`src/shared/twp_pkg.sv`:
```
// Constants, types and register map for the tag protection command block
package twp_pkg;

    // Register byte offsets
    localparam logic [7:0] OFF_CTRL   = 8'h00;
    localparam logic [7:0] OFF_SID_LO = 8'h04;
    localparam logic [7:0] OFF_SID_HI = 8'h08;
    localparam logic [7:0] OFF_OWN_LO = 8'h0C;
    localparam logic [7:0] OFF_OWN_HI = 8'h10;
    localparam logic [7:0] OFF_STATUS = 8'h14;
    localparam logic [7:0] OFF_PROT   = 8'h18;
    localparam logic [7:0] OFF_MARK   = 8'h1C;

    // Control register fields (write side)
    localparam int CTRL_START_BIT  = 0;
    localparam int CTRL_CRC_OK_BIT = 1;
    localparam int CTRL_OP_LSB     = 8;
    localparam int CTRL_ADDR_LSB   = 16;
    localparam int CTRL_WR_DONE    = 24;
    localparam int CTRL_WR_OK      = 25;
    localparam int CTRL_SET_ID     = 26;
    localparam int CTRL_CLR_ID     = 27;

    // Status register fields (read side)
    localparam int ST_KIND_LSB   = 0;
    localparam int ST_DATA_LSB   = 8;
    localparam int ST_CRC_LSB    = 16;
    localparam int ST_IDENT_BIT  = 3;
    localparam int ST_WROK_BIT   = 4;
    localparam int ST_BUSY_BIT   = 5;
    localparam int ST_VALID_BIT  = 6;

    // Command codes
    localparam logic [7:0] OP_PROTECT = 8'h0F;
    localparam logic [7:0] OP_QUERY   = 8'h11;

    // Protectable byte space
    localparam int MEM_BYTES = 32;

    // Fixed short-reply CRC values and don't-care data byte
    localparam logic [15:0] CRC_ACK    = 16'h1E0F;
    localparam logic [15:0] CRC_POS_OK = 16'h0E2E;
    localparam logic [15:0] CRC_ERR    = 16'h00FF;
    localparam logic [15:0] CRC_ERR_OK = 16'h10DE;
    localparam logic [7:0]  REPLY_FILL = 8'h00;

    // Reset values
    localparam logic [31:0] RST_WORD  = 32'h0000_0000;
    localparam logic        RST_WR_OK = 1'b0;

    // Nonvolatile programming time
    localparam int EE_WRITE_NS = 13300000;
    localparam int CLK_NS      = 20;
    localparam int PROG_CYCLES = (EE_WRITE_NS + CLK_NS - 1) / CLK_NS;

    // Reply kinds
    typedef enum logic [2:0] {
        RK_ACK     = 3'h0,
        RK_NACK    = 3'h1,
        RK_POS_OK  = 3'h2,
        RK_ERR     = 3'h3,
        RK_ERR_OK  = 3'h4,
        RK_ERR_NOK = 3'h5
    } twp_kind_t;

    // Controller states
    typedef enum logic [2:0] {
        ST_IDLE = 3'b001,
        ST_EVAL = 3'b010,
        ST_PROG = 3'b100
    } twp_state_t;

    // One decoded command frame
    typedef struct packed {
        logic [7:0]  op;
        logic [7:0]  addr;
        logic        crc_ok;
        logic [63:0] sid;
    } twp_cmd_t;

    // One short reply
    typedef struct packed {
        logic        valid;
        twp_kind_t   kind;
        logic [7:0]  data;
        logic [15:0] crc;
    } twp_resp_t;

endpackage

```
`src/twp_core.sv`:
```
// Protect and protection-query command handling with Wishbone registers
//
// Our own choices: the Wishbone register port and the address map.
`timescale 1ns/10ps

module twp_core
    import twp_pkg::*;
#(
    parameter int PROG_LEN = PROG_CYCLES
) (
    // Clock and reset
    input  wire logic        clk_i,
    input  wire logic        rst_i,
    // Wishbone slave
    input  wire logic        cyc_i,
    input  wire logic        stb_i,
    input  wire logic        we_i,
    input  wire logic [7:0]  adr_i,
    input  wire logic [3:0]  sel_i,
    input  wire logic [31:0] dat_i,
    output logic      [31:0] dat_o,
    output logic             ack_o,
    // Reply towards the transmitter
    output twp_resp_t        resp_o,
    output logic             nv_busy_o
);

    // Controller state and the captured command frame
    twp_state_t            state_q;
    twp_cmd_t              cmd_q;
    // Serial identifier this tag answers to
    logic [63:0]           own_sid_q;
    // Identified state, success flag and the per-byte tables
    logic                  ident_q;
    logic                  wr_ok_q;
    logic [MEM_BYTES-1:0]  prot_q;
    logic [MEM_BYTES-1:0]  mark_q;
    logic [31:0]           prog_cnt_q;
    logic [4:0]            prog_idx_q;
    logic                  ack_q;
    logic [31:0]           dat_q;
    twp_resp_t             resp_q;
    twp_kind_t             last_kind_q;
    logic [15:0]           last_crc_q;
    logic                  last_valid_q;

    logic        bus_wr;
    logic        ctrl_wr;
    logic        start;
    // Decoded command terms, all from flops of this clock
    logic        sid_match;
    logic        in_range;
    logic [4:0]  idx;
    logic        eval_prot;
    logic        eval_query;
    logic        query_hit;

    // Merge written byte lanes into an old word
    function automatic logic [31:0] lanes(input logic [31:0] old,
                                          input logic [31:0] nw,
                                          input logic [3:0]  sel);
        logic [31:0] r;
        r = old;
        for (int b = 0; b < 4; b++) begin
            if (sel[b]) begin
                r[b*8 +: 8] = nw[b*8 +: 8];
            end
        end
        return r;
    endfunction

    // Map a reply kind to its fixed CRC
    function automatic logic [15:0] crc_of(input twp_kind_t k);
        logic [15:0] c;
        case (k)
            RK_ACK, RK_NACK: c = CRC_ACK;
            RK_POS_OK:       c = CRC_POS_OK;
            RK_ERR_OK:       c = CRC_ERR_OK;
            default:         c = CRC_ERR;
        endcase
        return c;
    endfunction

    // Bus decode; single cycle strobes only in the request's first cycle
    assign bus_wr  = cyc_i && stb_i && we_i && !ack_q;
    assign ctrl_wr = bus_wr && (adr_i == OFF_CTRL);
    // Commands are ignored while the protection bit is being programmed
    assign start   = ctrl_wr && sel_i[0] && dat_i[CTRL_START_BIT]
                     && (state_q == ST_IDLE);

    // Command evaluation terms
    // Full 64-bit compare; a half-written serial simply mismatches
    assign sid_match  = (cmd_q.sid == own_sid_q);
    assign in_range   = (cmd_q.addr < 8'(MEM_BYTES));
    assign idx        = cmd_q.addr[4:0];
    assign eval_prot  = (state_q == ST_EVAL) && cmd_q.crc_ok
                        && (cmd_q.op == OP_PROTECT);
    assign eval_query = (state_q == ST_EVAL) && cmd_q.crc_ok
                        && (cmd_q.op == OP_QUERY);
    assign query_hit  = eval_query && sid_match;

    // Wishbone acknowledge, one cycle after the strobe.
    // The !ack_q term keeps a held request from being taken twice;
    // the master may present its next request in the cycle right after the ack.
    // Every offset is answered, mapped or not, so a bad address
    // never hangs the bus.
    always_ff @(posedge clk_i) begin
        if (rst_i) begin
            ack_q <= 1'b0;
        end else begin
            ack_q <= cyc_i && stb_i && !ack_q;
        end
    end

    // Read data; unmapped offsets read zero
    always_ff @(posedge clk_i) begin
        if (rst_i) begin
            dat_q <= RST_WORD;
        end else if (cyc_i && stb_i && !we_i && !ack_q) begin
            case (adr_i)
                OFF_CTRL:   dat_q <= {8'h00, cmd_q.addr, cmd_q.op,
                                      6'h00, cmd_q.crc_ok, 1'b0};
                OFF_SID_LO: dat_q <= cmd_q.sid[31:0];
                OFF_SID_HI: dat_q <= cmd_q.sid[63:32];
                OFF_OWN_LO: dat_q <= own_sid_q[31:0];
                OFF_OWN_HI: dat_q <= own_sid_q[63:32];
                OFF_STATUS: dat_q <= {last_crc_q, REPLY_FILL, 1'b0,
                                      last_valid_q,
                                      state_q == ST_PROG, wr_ok_q,
                                      ident_q, last_kind_q};
                OFF_PROT:   dat_q <= prot_q;
                OFF_MARK:   dat_q <= mark_q;
                default:    dat_q <= RST_WORD;
            endcase
        end
    end

    // Command frame capture from software.
    // Frozen outside idle so a command under evaluation or being
    // programmed cannot be altered halfway; such writes are dropped
    // without any indication, software must poll busy first.
    always_ff @(posedge clk_i) begin
        if (rst_i) begin
            cmd_q <= '0;
        end else if (bus_wr && state_q == ST_IDLE) begin
            case (adr_i)
                OFF_CTRL: begin
                    if (sel_i[0]) begin
                        cmd_q.crc_ok <= dat_i[CTRL_CRC_OK_BIT];
                    end
                    if (sel_i[1]) begin
                        cmd_q.op <= dat_i[CTRL_OP_LSB +: 8];
                    end
                    if (sel_i[2]) begin
                        cmd_q.addr <= dat_i[CTRL_ADDR_LSB +: 8];
                    end
                end
                OFF_SID_LO: cmd_q.sid[31:0] <= lanes(cmd_q.sid[31:0],
                                                     dat_i, sel_i);
                OFF_SID_HI: cmd_q.sid[63:32] <= lanes(cmd_q.sid[63:32],
                                                      dat_i, sel_i);
                default: ;
            endcase
        end
    end

    // Stored serial identifier of this tag
    always_ff @(posedge clk_i) begin
        if (rst_i) begin
            own_sid_q <= '0;
        end else if (bus_wr && adr_i == OFF_OWN_LO) begin
            own_sid_q[31:0] <= lanes(own_sid_q[31:0], dat_i, sel_i);
        end else if (bus_wr && adr_i == OFF_OWN_HI) begin
            own_sid_q[63:32] <= lanes(own_sid_q[63:32], dat_i, sel_i);
        end
    end

    // Controller: evaluate one cycle, then program if needed.
    // Evaluation takes exactly one cycle so any reply always comes
    // two edges after the start write, whatever its kind; silent outcomes give none.
    // Programming holds the controller for the whole nonvolatile
    // write time; a real tag would lose the bit if the field dropped
    // earlier, which is why the reader must keep the carrier up.
    // The stored protection bit is only set once the timer expires.
    always_ff @(posedge clk_i) begin
        if (rst_i) begin
            state_q <= ST_IDLE;
        end else begin
            case (state_q)
                ST_IDLE: begin
                    if (start) begin
                        state_q <= ST_EVAL;
                    end
                end
                ST_EVAL: begin
                    if (eval_prot && ident_q && sid_match
                        && in_range && mark_q[idx]) begin
                        state_q <= ST_PROG;
                    end else begin
                        state_q <= ST_IDLE;
                    end
                end
                ST_PROG: begin
                    if (prog_cnt_q == 32'(PROG_LEN - 1)) begin
                        state_q <= ST_IDLE;
                    end
                end
                default: state_q <= ST_IDLE;
            endcase
        end
    end

    // Programming timer and target byte.
    // The index is latched while not programming, so a later
    // command frame cannot redirect a write that is in flight.
    always_ff @(posedge clk_i) begin
        if (rst_i) begin
            prog_cnt_q <= '0;
            prog_idx_q <= '0;
        end else if (state_q == ST_PROG) begin
            prog_cnt_q <= prog_cnt_q + 32'h0000_0001;
        end else begin
            prog_cnt_q <= '0;
            prog_idx_q <= idx;
        end
    end

    // Protection bits; a bit becomes set only when programming ends
    always_ff @(posedge clk_i) begin
        if (rst_i) begin
            prot_q <= '0;
        end else if (state_q == ST_PROG
                     && prog_cnt_q == 32'(PROG_LEN - 1)) begin
            prot_q[prog_idx_q] <= 1'b1;
        end
    end

    // Protectable tracking; a new mark wins over a clear
    always_ff @(posedge clk_i) begin
        if (rst_i) begin
            mark_q <= '0;
        end else if (query_hit && in_range) begin
            mark_q[idx] <= 1'b1;
        end else if (ctrl_wr && sel_i[3] && dat_i[CTRL_CLR_ID]) begin
            mark_q <= '0;
        end
    end

    // Identified state; setting wins over clearing
    always_ff @(posedge clk_i) begin
        if (rst_i) begin
            ident_q <= 1'b0;
        end else if (query_hit) begin
            ident_q <= 1'b1;
        end else if (ctrl_wr && sel_i[3] && dat_i[CTRL_SET_ID]) begin
            ident_q <= 1'b1;
        end else if (ctrl_wr && sel_i[3] && dat_i[CTRL_CLR_ID]) begin
            ident_q <= 1'b0;
        end
    end

    // Last-program-success flag from write access results
    always_ff @(posedge clk_i) begin
        if (rst_i) begin
            wr_ok_q <= RST_WR_OK;
        end else if (ctrl_wr && sel_i[3] && dat_i[CTRL_WR_DONE]) begin
            wr_ok_q <= dat_i[CTRL_WR_OK];
        end
    end

    // Reply generation, one pulse in the cycle after evaluation.
    // Kind and CRC hold between pulses; only valid returns low.
    // The data byte is a fixed fill, since the reader keys on CRC.
    // Protect replies need both identified state and a serial match;
    // without them the tag stays quiet rather than refusing.
    always_ff @(posedge clk_i) begin
        if (rst_i) begin
            resp_q <= '0;
        end else begin
            resp_q.valid <= 1'b0;
            resp_q.data  <= REPLY_FILL;
            if (eval_prot && ident_q && sid_match) begin
                resp_q.valid <= 1'b1;
                if (in_range && mark_q[idx]) begin
                    resp_q.kind <= RK_ACK;
                    resp_q.crc  <= crc_of(RK_ACK);
                end else begin
                    resp_q.kind <= RK_NACK;
                    resp_q.crc  <= crc_of(RK_NACK);
                end
            end else if (query_hit) begin
                resp_q.valid <= 1'b1;
                // Out-of-range queries read as unprotected
                if (in_range && prot_q[idx]) begin
                    // Protected byte
                    resp_q.kind <= wr_ok_q ? RK_ERR_OK : RK_ERR_NOK;
                    resp_q.crc  <= crc_of(wr_ok_q ? RK_ERR_OK
                                                  : RK_ERR_NOK);
                end else begin
                    // Unprotected byte
                    resp_q.kind <= wr_ok_q ? RK_POS_OK : RK_NACK;
                    resp_q.crc  <= crc_of(wr_ok_q ? RK_POS_OK
                                                  : RK_NACK);
                end
            end
            // Anything else stays silent
        end
    end

    // Last reply kept for software
    always_ff @(posedge clk_i) begin
        if (rst_i) begin
            last_kind_q  <= RK_ACK;
            last_crc_q   <= '0;
            last_valid_q <= 1'b0;
        end else if (start) begin
            last_valid_q <= 1'b0;
        end else if (resp_q.valid) begin
            last_kind_q  <= resp_q.kind;
            last_crc_q   <= resp_q.crc;
            last_valid_q <= 1'b1;
        end
    end

    // Outputs straight from flops; busy is the one-hot program bit
    assign ack_o     = ack_q;
    assign dat_o     = dat_q;
    assign resp_o    = resp_q;
    assign nv_busy_o = state_q[2];

endmodule

```
`config.mk`:
```
export PLATFORM = sky130hd
export DESIGN_NAME = twp_core
export DESIGN_NICKNAME = d
export VERILOG_FILES = /design/src/shared/twp_pkg.sv /design/src/twp_core.sv
export SDC_FILE = /design/constraint.sdc
export NUM_CORES = 1
export LEC_CHECK = 0
export ABC_AREA = 1
export ABC_CLOCK_PERIOD_IN_PS = 3600
export BUFFER_PORTS_ARGS = -buffer_cell sky130_fd_sc_hd__buf_2
export CORE_UTILIZATION = 47
export CTS_BUF_LIST = sky130_fd_sc_hd__clkbuf_2 sky130_fd_sc_hd__clkbuf_4 sky130_fd_sc_hd__clkbuf_8
export CTS_CLUSTER_DIAMETER = 30
export DETAILED_ROUTE_END_ITERATION = 8
export SYNTH_ARGS = -nofsm -noshare
export SYNTH_HDL_FRONTEND = slang
export SYNTH_SLANG_ARGS = --single-unit
```
`constraint.sdc`:
```
create_clock -name clk_i -period 3.6 [get_ports clk_i]
set_clock_uncertainty 0.2 [all_clocks]
set_input_delay 0.54 -clock clk_i [delete_from_list [all_inputs] [get_ports clk_i]]
set_output_delay 0.54 -clock clk_i [all_outputs]
set_load 0.005 [all_outputs]
```
After elaboration in Yosys (flattened, before gate mapping)
Cells that the tools add are included.

word-level totals
  register bits = 332
  bits in latches = 0
  bits in writable memories = 0
  memory bits (read-only) = 0
  input port bits = 49
  memories = 0

cells by class
  add/subtract/negate cells = 1
  multiply operators = 0
  divide/modulo/power cells = 0
  order comparisons = 5
  eq/ne operators = 22
  shift-type cells = 0
  multiplexer cells = 29
  bitwise operators = 5
  reduce and logical (&&, ||, !) cells = 65

operators with widths
  cell                   count
  $pmux 32 s8            1
  $pmux 13 s3            2
  $eq 64x64->1           1
  $mux 32                2
  $or 32x32->32          2
  $mux 16                3
  $reduce_and 3->1       15
  $eq 8x5->1 const B     5
  $add 32x1->32 const B  1
  $eq 32x20->1 const B   1
  $logic_and 1x1->1      31
  $eq 8x4->1 const B     3
  $lt 5x6->1 const B     2
  $mux 3                 4
  $reduce_and 2->1       6
  $bmux 1 s5             2
  $demux 1 s5            2
  $ge 5x1->1 const B     2
  $reduce_or 2->1        5
  $mux 1                 9
  $pmux 3 s3             1
  $eq 8x3->1 const B     1
  $logic_not 8->1        1
  $lt 8x6->1 const B     1
  other kinds (15)       24

Longest topological paths before layout
  depth in word-level cells = 9
  mapped depth = 16
  mapped depth without buffers = 15

Worst setup path after synthesis
OpenSTA, ideal clock, no wires.

  path kind = register to register
  from = register cmd_q[65] in the netlist's numbering
  to = register resp_q (netlist bit resp_o[12])
  data arrival time = 1724 ps
  data required time = 3268 ps
  setup slack = 1544 ps
  stages on the path, launching flop included = 17
  path buffers = 2
  cells stage by stage = dfxtp_1 -> buf_2 -> nand2_1 -> buf_2 -> nor2_1 -> a21oi_1 -> nand2_1 -> nand2_1 -> nand2_1 -> nor2_1 -> nand2_1 -> nand2_1 -> ha_1 -> inv_1 -> nand2_1 -> nand2_1 -> a21oi_1

on the way
  word-level cells in the longest chain between the ends = 6
  elaborated cells on any way between the ends = 7
  those cells by class = order compare: 1; mux: 5; reduce/logical: 1

RTL lines
  item                          line             RTL
  from (decl)                   twp_core.sv:30   twp_cmd_t cmd_q;
  $bmux 1 s5                    twp_core.sv:294  if (in_range && prot_q[idx]) begin
  $mux 1 (implied by the code)  twp_core.sv:294
  $logic_and 1x1->1 (*)         twp_core.sv:294
  $mux 16 (*)                   twp_core.sv:294
  $mux 16 (*)                   twp_core.sv:291  end else if (query_hit) begin
  $mux 16 (*)                   twp_core.sv:282  if (eval_prot && ident_q && sid_match) begin
  to (decl)                     twp_core.sv:42   twp_resp_t resp_q;

Every way passes the cells marked *; elsewhere a longest branch is shown, timed or not. The select of a mux whose other input is x is not followed.
A chain may end at the register's enable or synchronous reset.

Worst setup path after layout
  from = register cmd_q[66] in the netlist's numbering
  to = register resp_q (netlist bit resp_o[12])

Same word-level chain as after synthesis.

==> impl_results.md <==
* CTS buffer count at 75
* Clock Latency Late Sink at 0.62 ns
* MaxCap Viol Count at 0
* Synth Cell Area at 0.01547 mm2
* Total wire length at 53.78 mm
* Worst Path Buf+Inv at 1
* Vias in the first global route at 14630
* Wire per inst at 18.15 um
* Register area share after synthesis at 39.35%
* Type of the most critical hold path: input pin to flop
* PD cells at 480.1 mW/mm2
* Endpoint type of the worst setup path: flop
* Number of synthesized register bits at 304
* Number of antenna violations at the first check in global routing at 0
* FMAX at 365.1 MHz
* TritonRoute pass-1 iters at 8
* Synth top area share at 39.35%
* Share of flip-flops with an asynchronous set or reset at 0%
* CP Cell Sequence: nand2_1 -> nor2_1 -> a21oi_1 -> nand2_1 -> nand2_1 -> nand2_1 -> nor2_1 -> nand2_1 -> nand2_1 -> ha_1 -> inv_1 -> nand2_1 -> nand2_1 -> a21oi_1
* Root Driver: clkbuf_8
* VDD IR max at 0.0003994 V
* Setup Viol. Count Final at 0
* Initial core utilization at 47.66%
* Worst EP required at 3.86 ns
* RSZ-0062 raised after global routing: no
* Delay-heaviest family, CP: simple AND/OR/NAND/NOR gates
* CTS sink count at 304
* Max-slew headroom at 20.29%
* Largest net degree at the start of global routing at 77
* Cells after Synth at 2359
* Worst-case clock buffer depth at 3
* Worst path most repeated cell: nand2_1
* Die area at 0.03364 mm2
* Slew Limit Fails at 0
* Post-DP HPWL at 38.54 mm
* Detail Route Antenna Nets at 0
* Overall power at 0.008697 W
* EDFF count, synth at 0
* Synth cell types at 40
* Main synth FF type: dfxtp_1
* Critical path type: flop to flop
* GRT Overall Usage at 31.87%
* Max stage delay on crit path at 0.50 ns
* Die Y at 183.4 um
* IO Port Bufs at 98
* Status: complete, no violations
* Synth area leaders: dfxtp_1, nand2_1, a21oi_1
* Top-Level Pins at 111
* Residual DRC at 0
* Worst-path maximum fanout at 15
* Slowest stage cell, crit path: dfxtp_1
* Area growth syn-to-layout at 17.12%
* Final net count at 2512
* Worst slew pin tran at 1.187 ns
* Synthesis warning total at 0
* Ant diodes at 0
* Mean Syn Cell Area at 6.556 um2
* Area leader, netlist: dfxtp_1
* Post-CTS setup buffer count at 0
* Final Cell Area at 0.01811 mm2
* Final min period at 2.739 ns
* Vias per cell at 5.455
* First-pass GRT wire length at 82.12 mm
* # rows at 66
* Fin crit share at 76.07%
* Startpoint types: flop
* Global route overflow at 0
* Layout cell share with drive strength beyond 1 at 12.06%
* Die extent in x at 183.4 um
* Critical path data arrival time at 2.99 ns
* Placed cell areas at 0.01623 mm2
* Static leakage at 7.178 nW
* RePlAce Congestion at 0.9310
* H-tree depth at 3
* Final setup TNS at 0 ns
* Vias at 16160
* Fin. Hold Viols at 0
* Core Footprint at 0.03245 mm2
* DRT iter0 DRCs at 1548
* CTS tree: yes
* Hold WS at 0.03708 ns
* Worst-path clk slew at 0.06 ns
==> through the flow <==
stage                     utilization, %  setup slack (ns)  instances
after floorplan                        -             1.544       2370
after global placement             50.02            0.7964       2824
after detailed placement           50.02            0.8103       2824
after CTS                          55.81            0.9022       2963
after global routing               55.81            0.6836       2963
final                              55.81            0.8613       2963
==> worst reg2reg max path, stage by stage (launching register included) <==
cell     delay [ns]
dfxtp_1        0.50
nand2_1        0.48
nor2_1         0.23
a21oi_1        0.06
nand2_1        0.08
nand2_1        0.05
nand2_1        0.14
nor2_1         0.09
nand2_1        0.09
nand2_1        0.06
ha_1           0.32
inv_1          0.08
nand2_1        0.06
nand2_1        0.08
a21oi_1        0.06
==> cells by family (layout without fill, tap and decap cells) <==
group / Yosys count / after routing / share of synthesized area (%)
buf+inv: 437 / 588 / 11.49
fa+ha+maj: 2 / 2 / 0.1618
other cells: 1 / 12 / 0.02425
xor+xnor: 25 / 25 / 1.416
simple gates: 984 / 984 / 26.98
compound gates: 606 / 606 / 20.58
flops: 304 / 304 / 39.35
==> flip-flops by register name, summed over array words and instances (netlist names), 5 cells and up <==
signal      count
cmd_q          81
own_sid_q      64
dat_o          32
mark_q         32
prog_cnt_q     32
prot_q         32
resp_o         10
last_crc_q      6
prog_idx_q      5
==> path summary, 6_finish.rpt <==
path                               start                     endpoint  slack, ns  cells past startpoint
max               cmd_q[66]$_SDFFE_PP0P_      resp_o[12]$_SDFFE_PP0P_       0.86                     14
min                            dat_i[30]       cmd_q[30]$_SDFFE_PP0P_       0.04                      3
max reg2reg       cmd_q[66]$_SDFFE_PP0P_      resp_o[12]$_SDFFE_PP0P_       0.86                     14
min reg2reg  last_kind_q[1]$_SDFFE_PP0P_  last_kind_q[1]$_SDFFE_PP0P_       0.25                      2
==> final cells by class <==
cell class                      instances  area (um2)
Clock buffer                           99        1287
Clock inverter                         38       573.1
Fill cell                            3240       14340
Inverter                              326        1226
Multi-Input combinational cell       1629        7652
Sequential cell                       304        6086
Tap cell                              442       553.0
Timing Repair Buffer                  125       735.7
==> report_power, final <==
group / total [W] / leakage [nW] / internal [W] / switching [W]
sequential: 0.00337 / 2.45 / 0.00337 / 0.000000627
clock: 0.00514 / 0.936 / 0.00335 / 0.00178
combinational: 0.000189 / 3.79 / 0.0000487 / 0.000140
total: 0.00870 / 7.18 / 0.00677 / 0.00192
==> repair_timing <==
action                    CTS  global route
resized for setup           0             0
hold endpoints to repair    2             0
hold buffers                2             0
==> synthesized netlist by cell type, types with 5 or more instances <==
master and count:
buf_4 21, nor3_1 34, o22ai_1 52, dfxtp_1 304, o21ai_0 239, a21oi_1 284
nand4_1 29, nand2_1 589, clkbuf_1 59, o221ai_1 6, nor2_4 7, nand3_1 51
nand3b_1 17, nand2_2 7, nor3_2 7, o2111ai_1 12, inv_1 320, nor2_2 5
nor2_1 212, xor2_1 11, buf_2 28, nor4_1 13, inv_2 5, xnor2_1 14
o21ai_1 5
==> cell usage in the layout (no fill, tap or decap), drive strengths merged <==
cell type,count
nand2,597
inv,326
dfxtp,304
a21oi,284
o21ai,244
nor2,224
buf,123
clkbuf,99
nand3,54
o22ai,52
nor3,43
nand4,29
nand3b,17
xnor2,14
bufinv,14
clkinv,14
nor4,13
o2111ai,12
conb,12
xor2,11
clkinvlp,10
o221ai,6
or2,4
o21a,3
o211ai,2
a31oi,2
and2,2
ha,2
dlygate4sd3,2
nor3b,1
a22oi,1
==> layer usage <==
metal | vias to the layer above | track usage [%] | wire, um
met4 | 0 | 15.60 | 2306
met2 | 690 | 50.91 | 23840
li1 | 7844 | - | -
met5 | - | 0 | 0
met1 | 7494 | 41.66 | 23550
met3 | 135 | 5.242 | 4076
No activity file was read; power rests on OpenSTA's default activity.
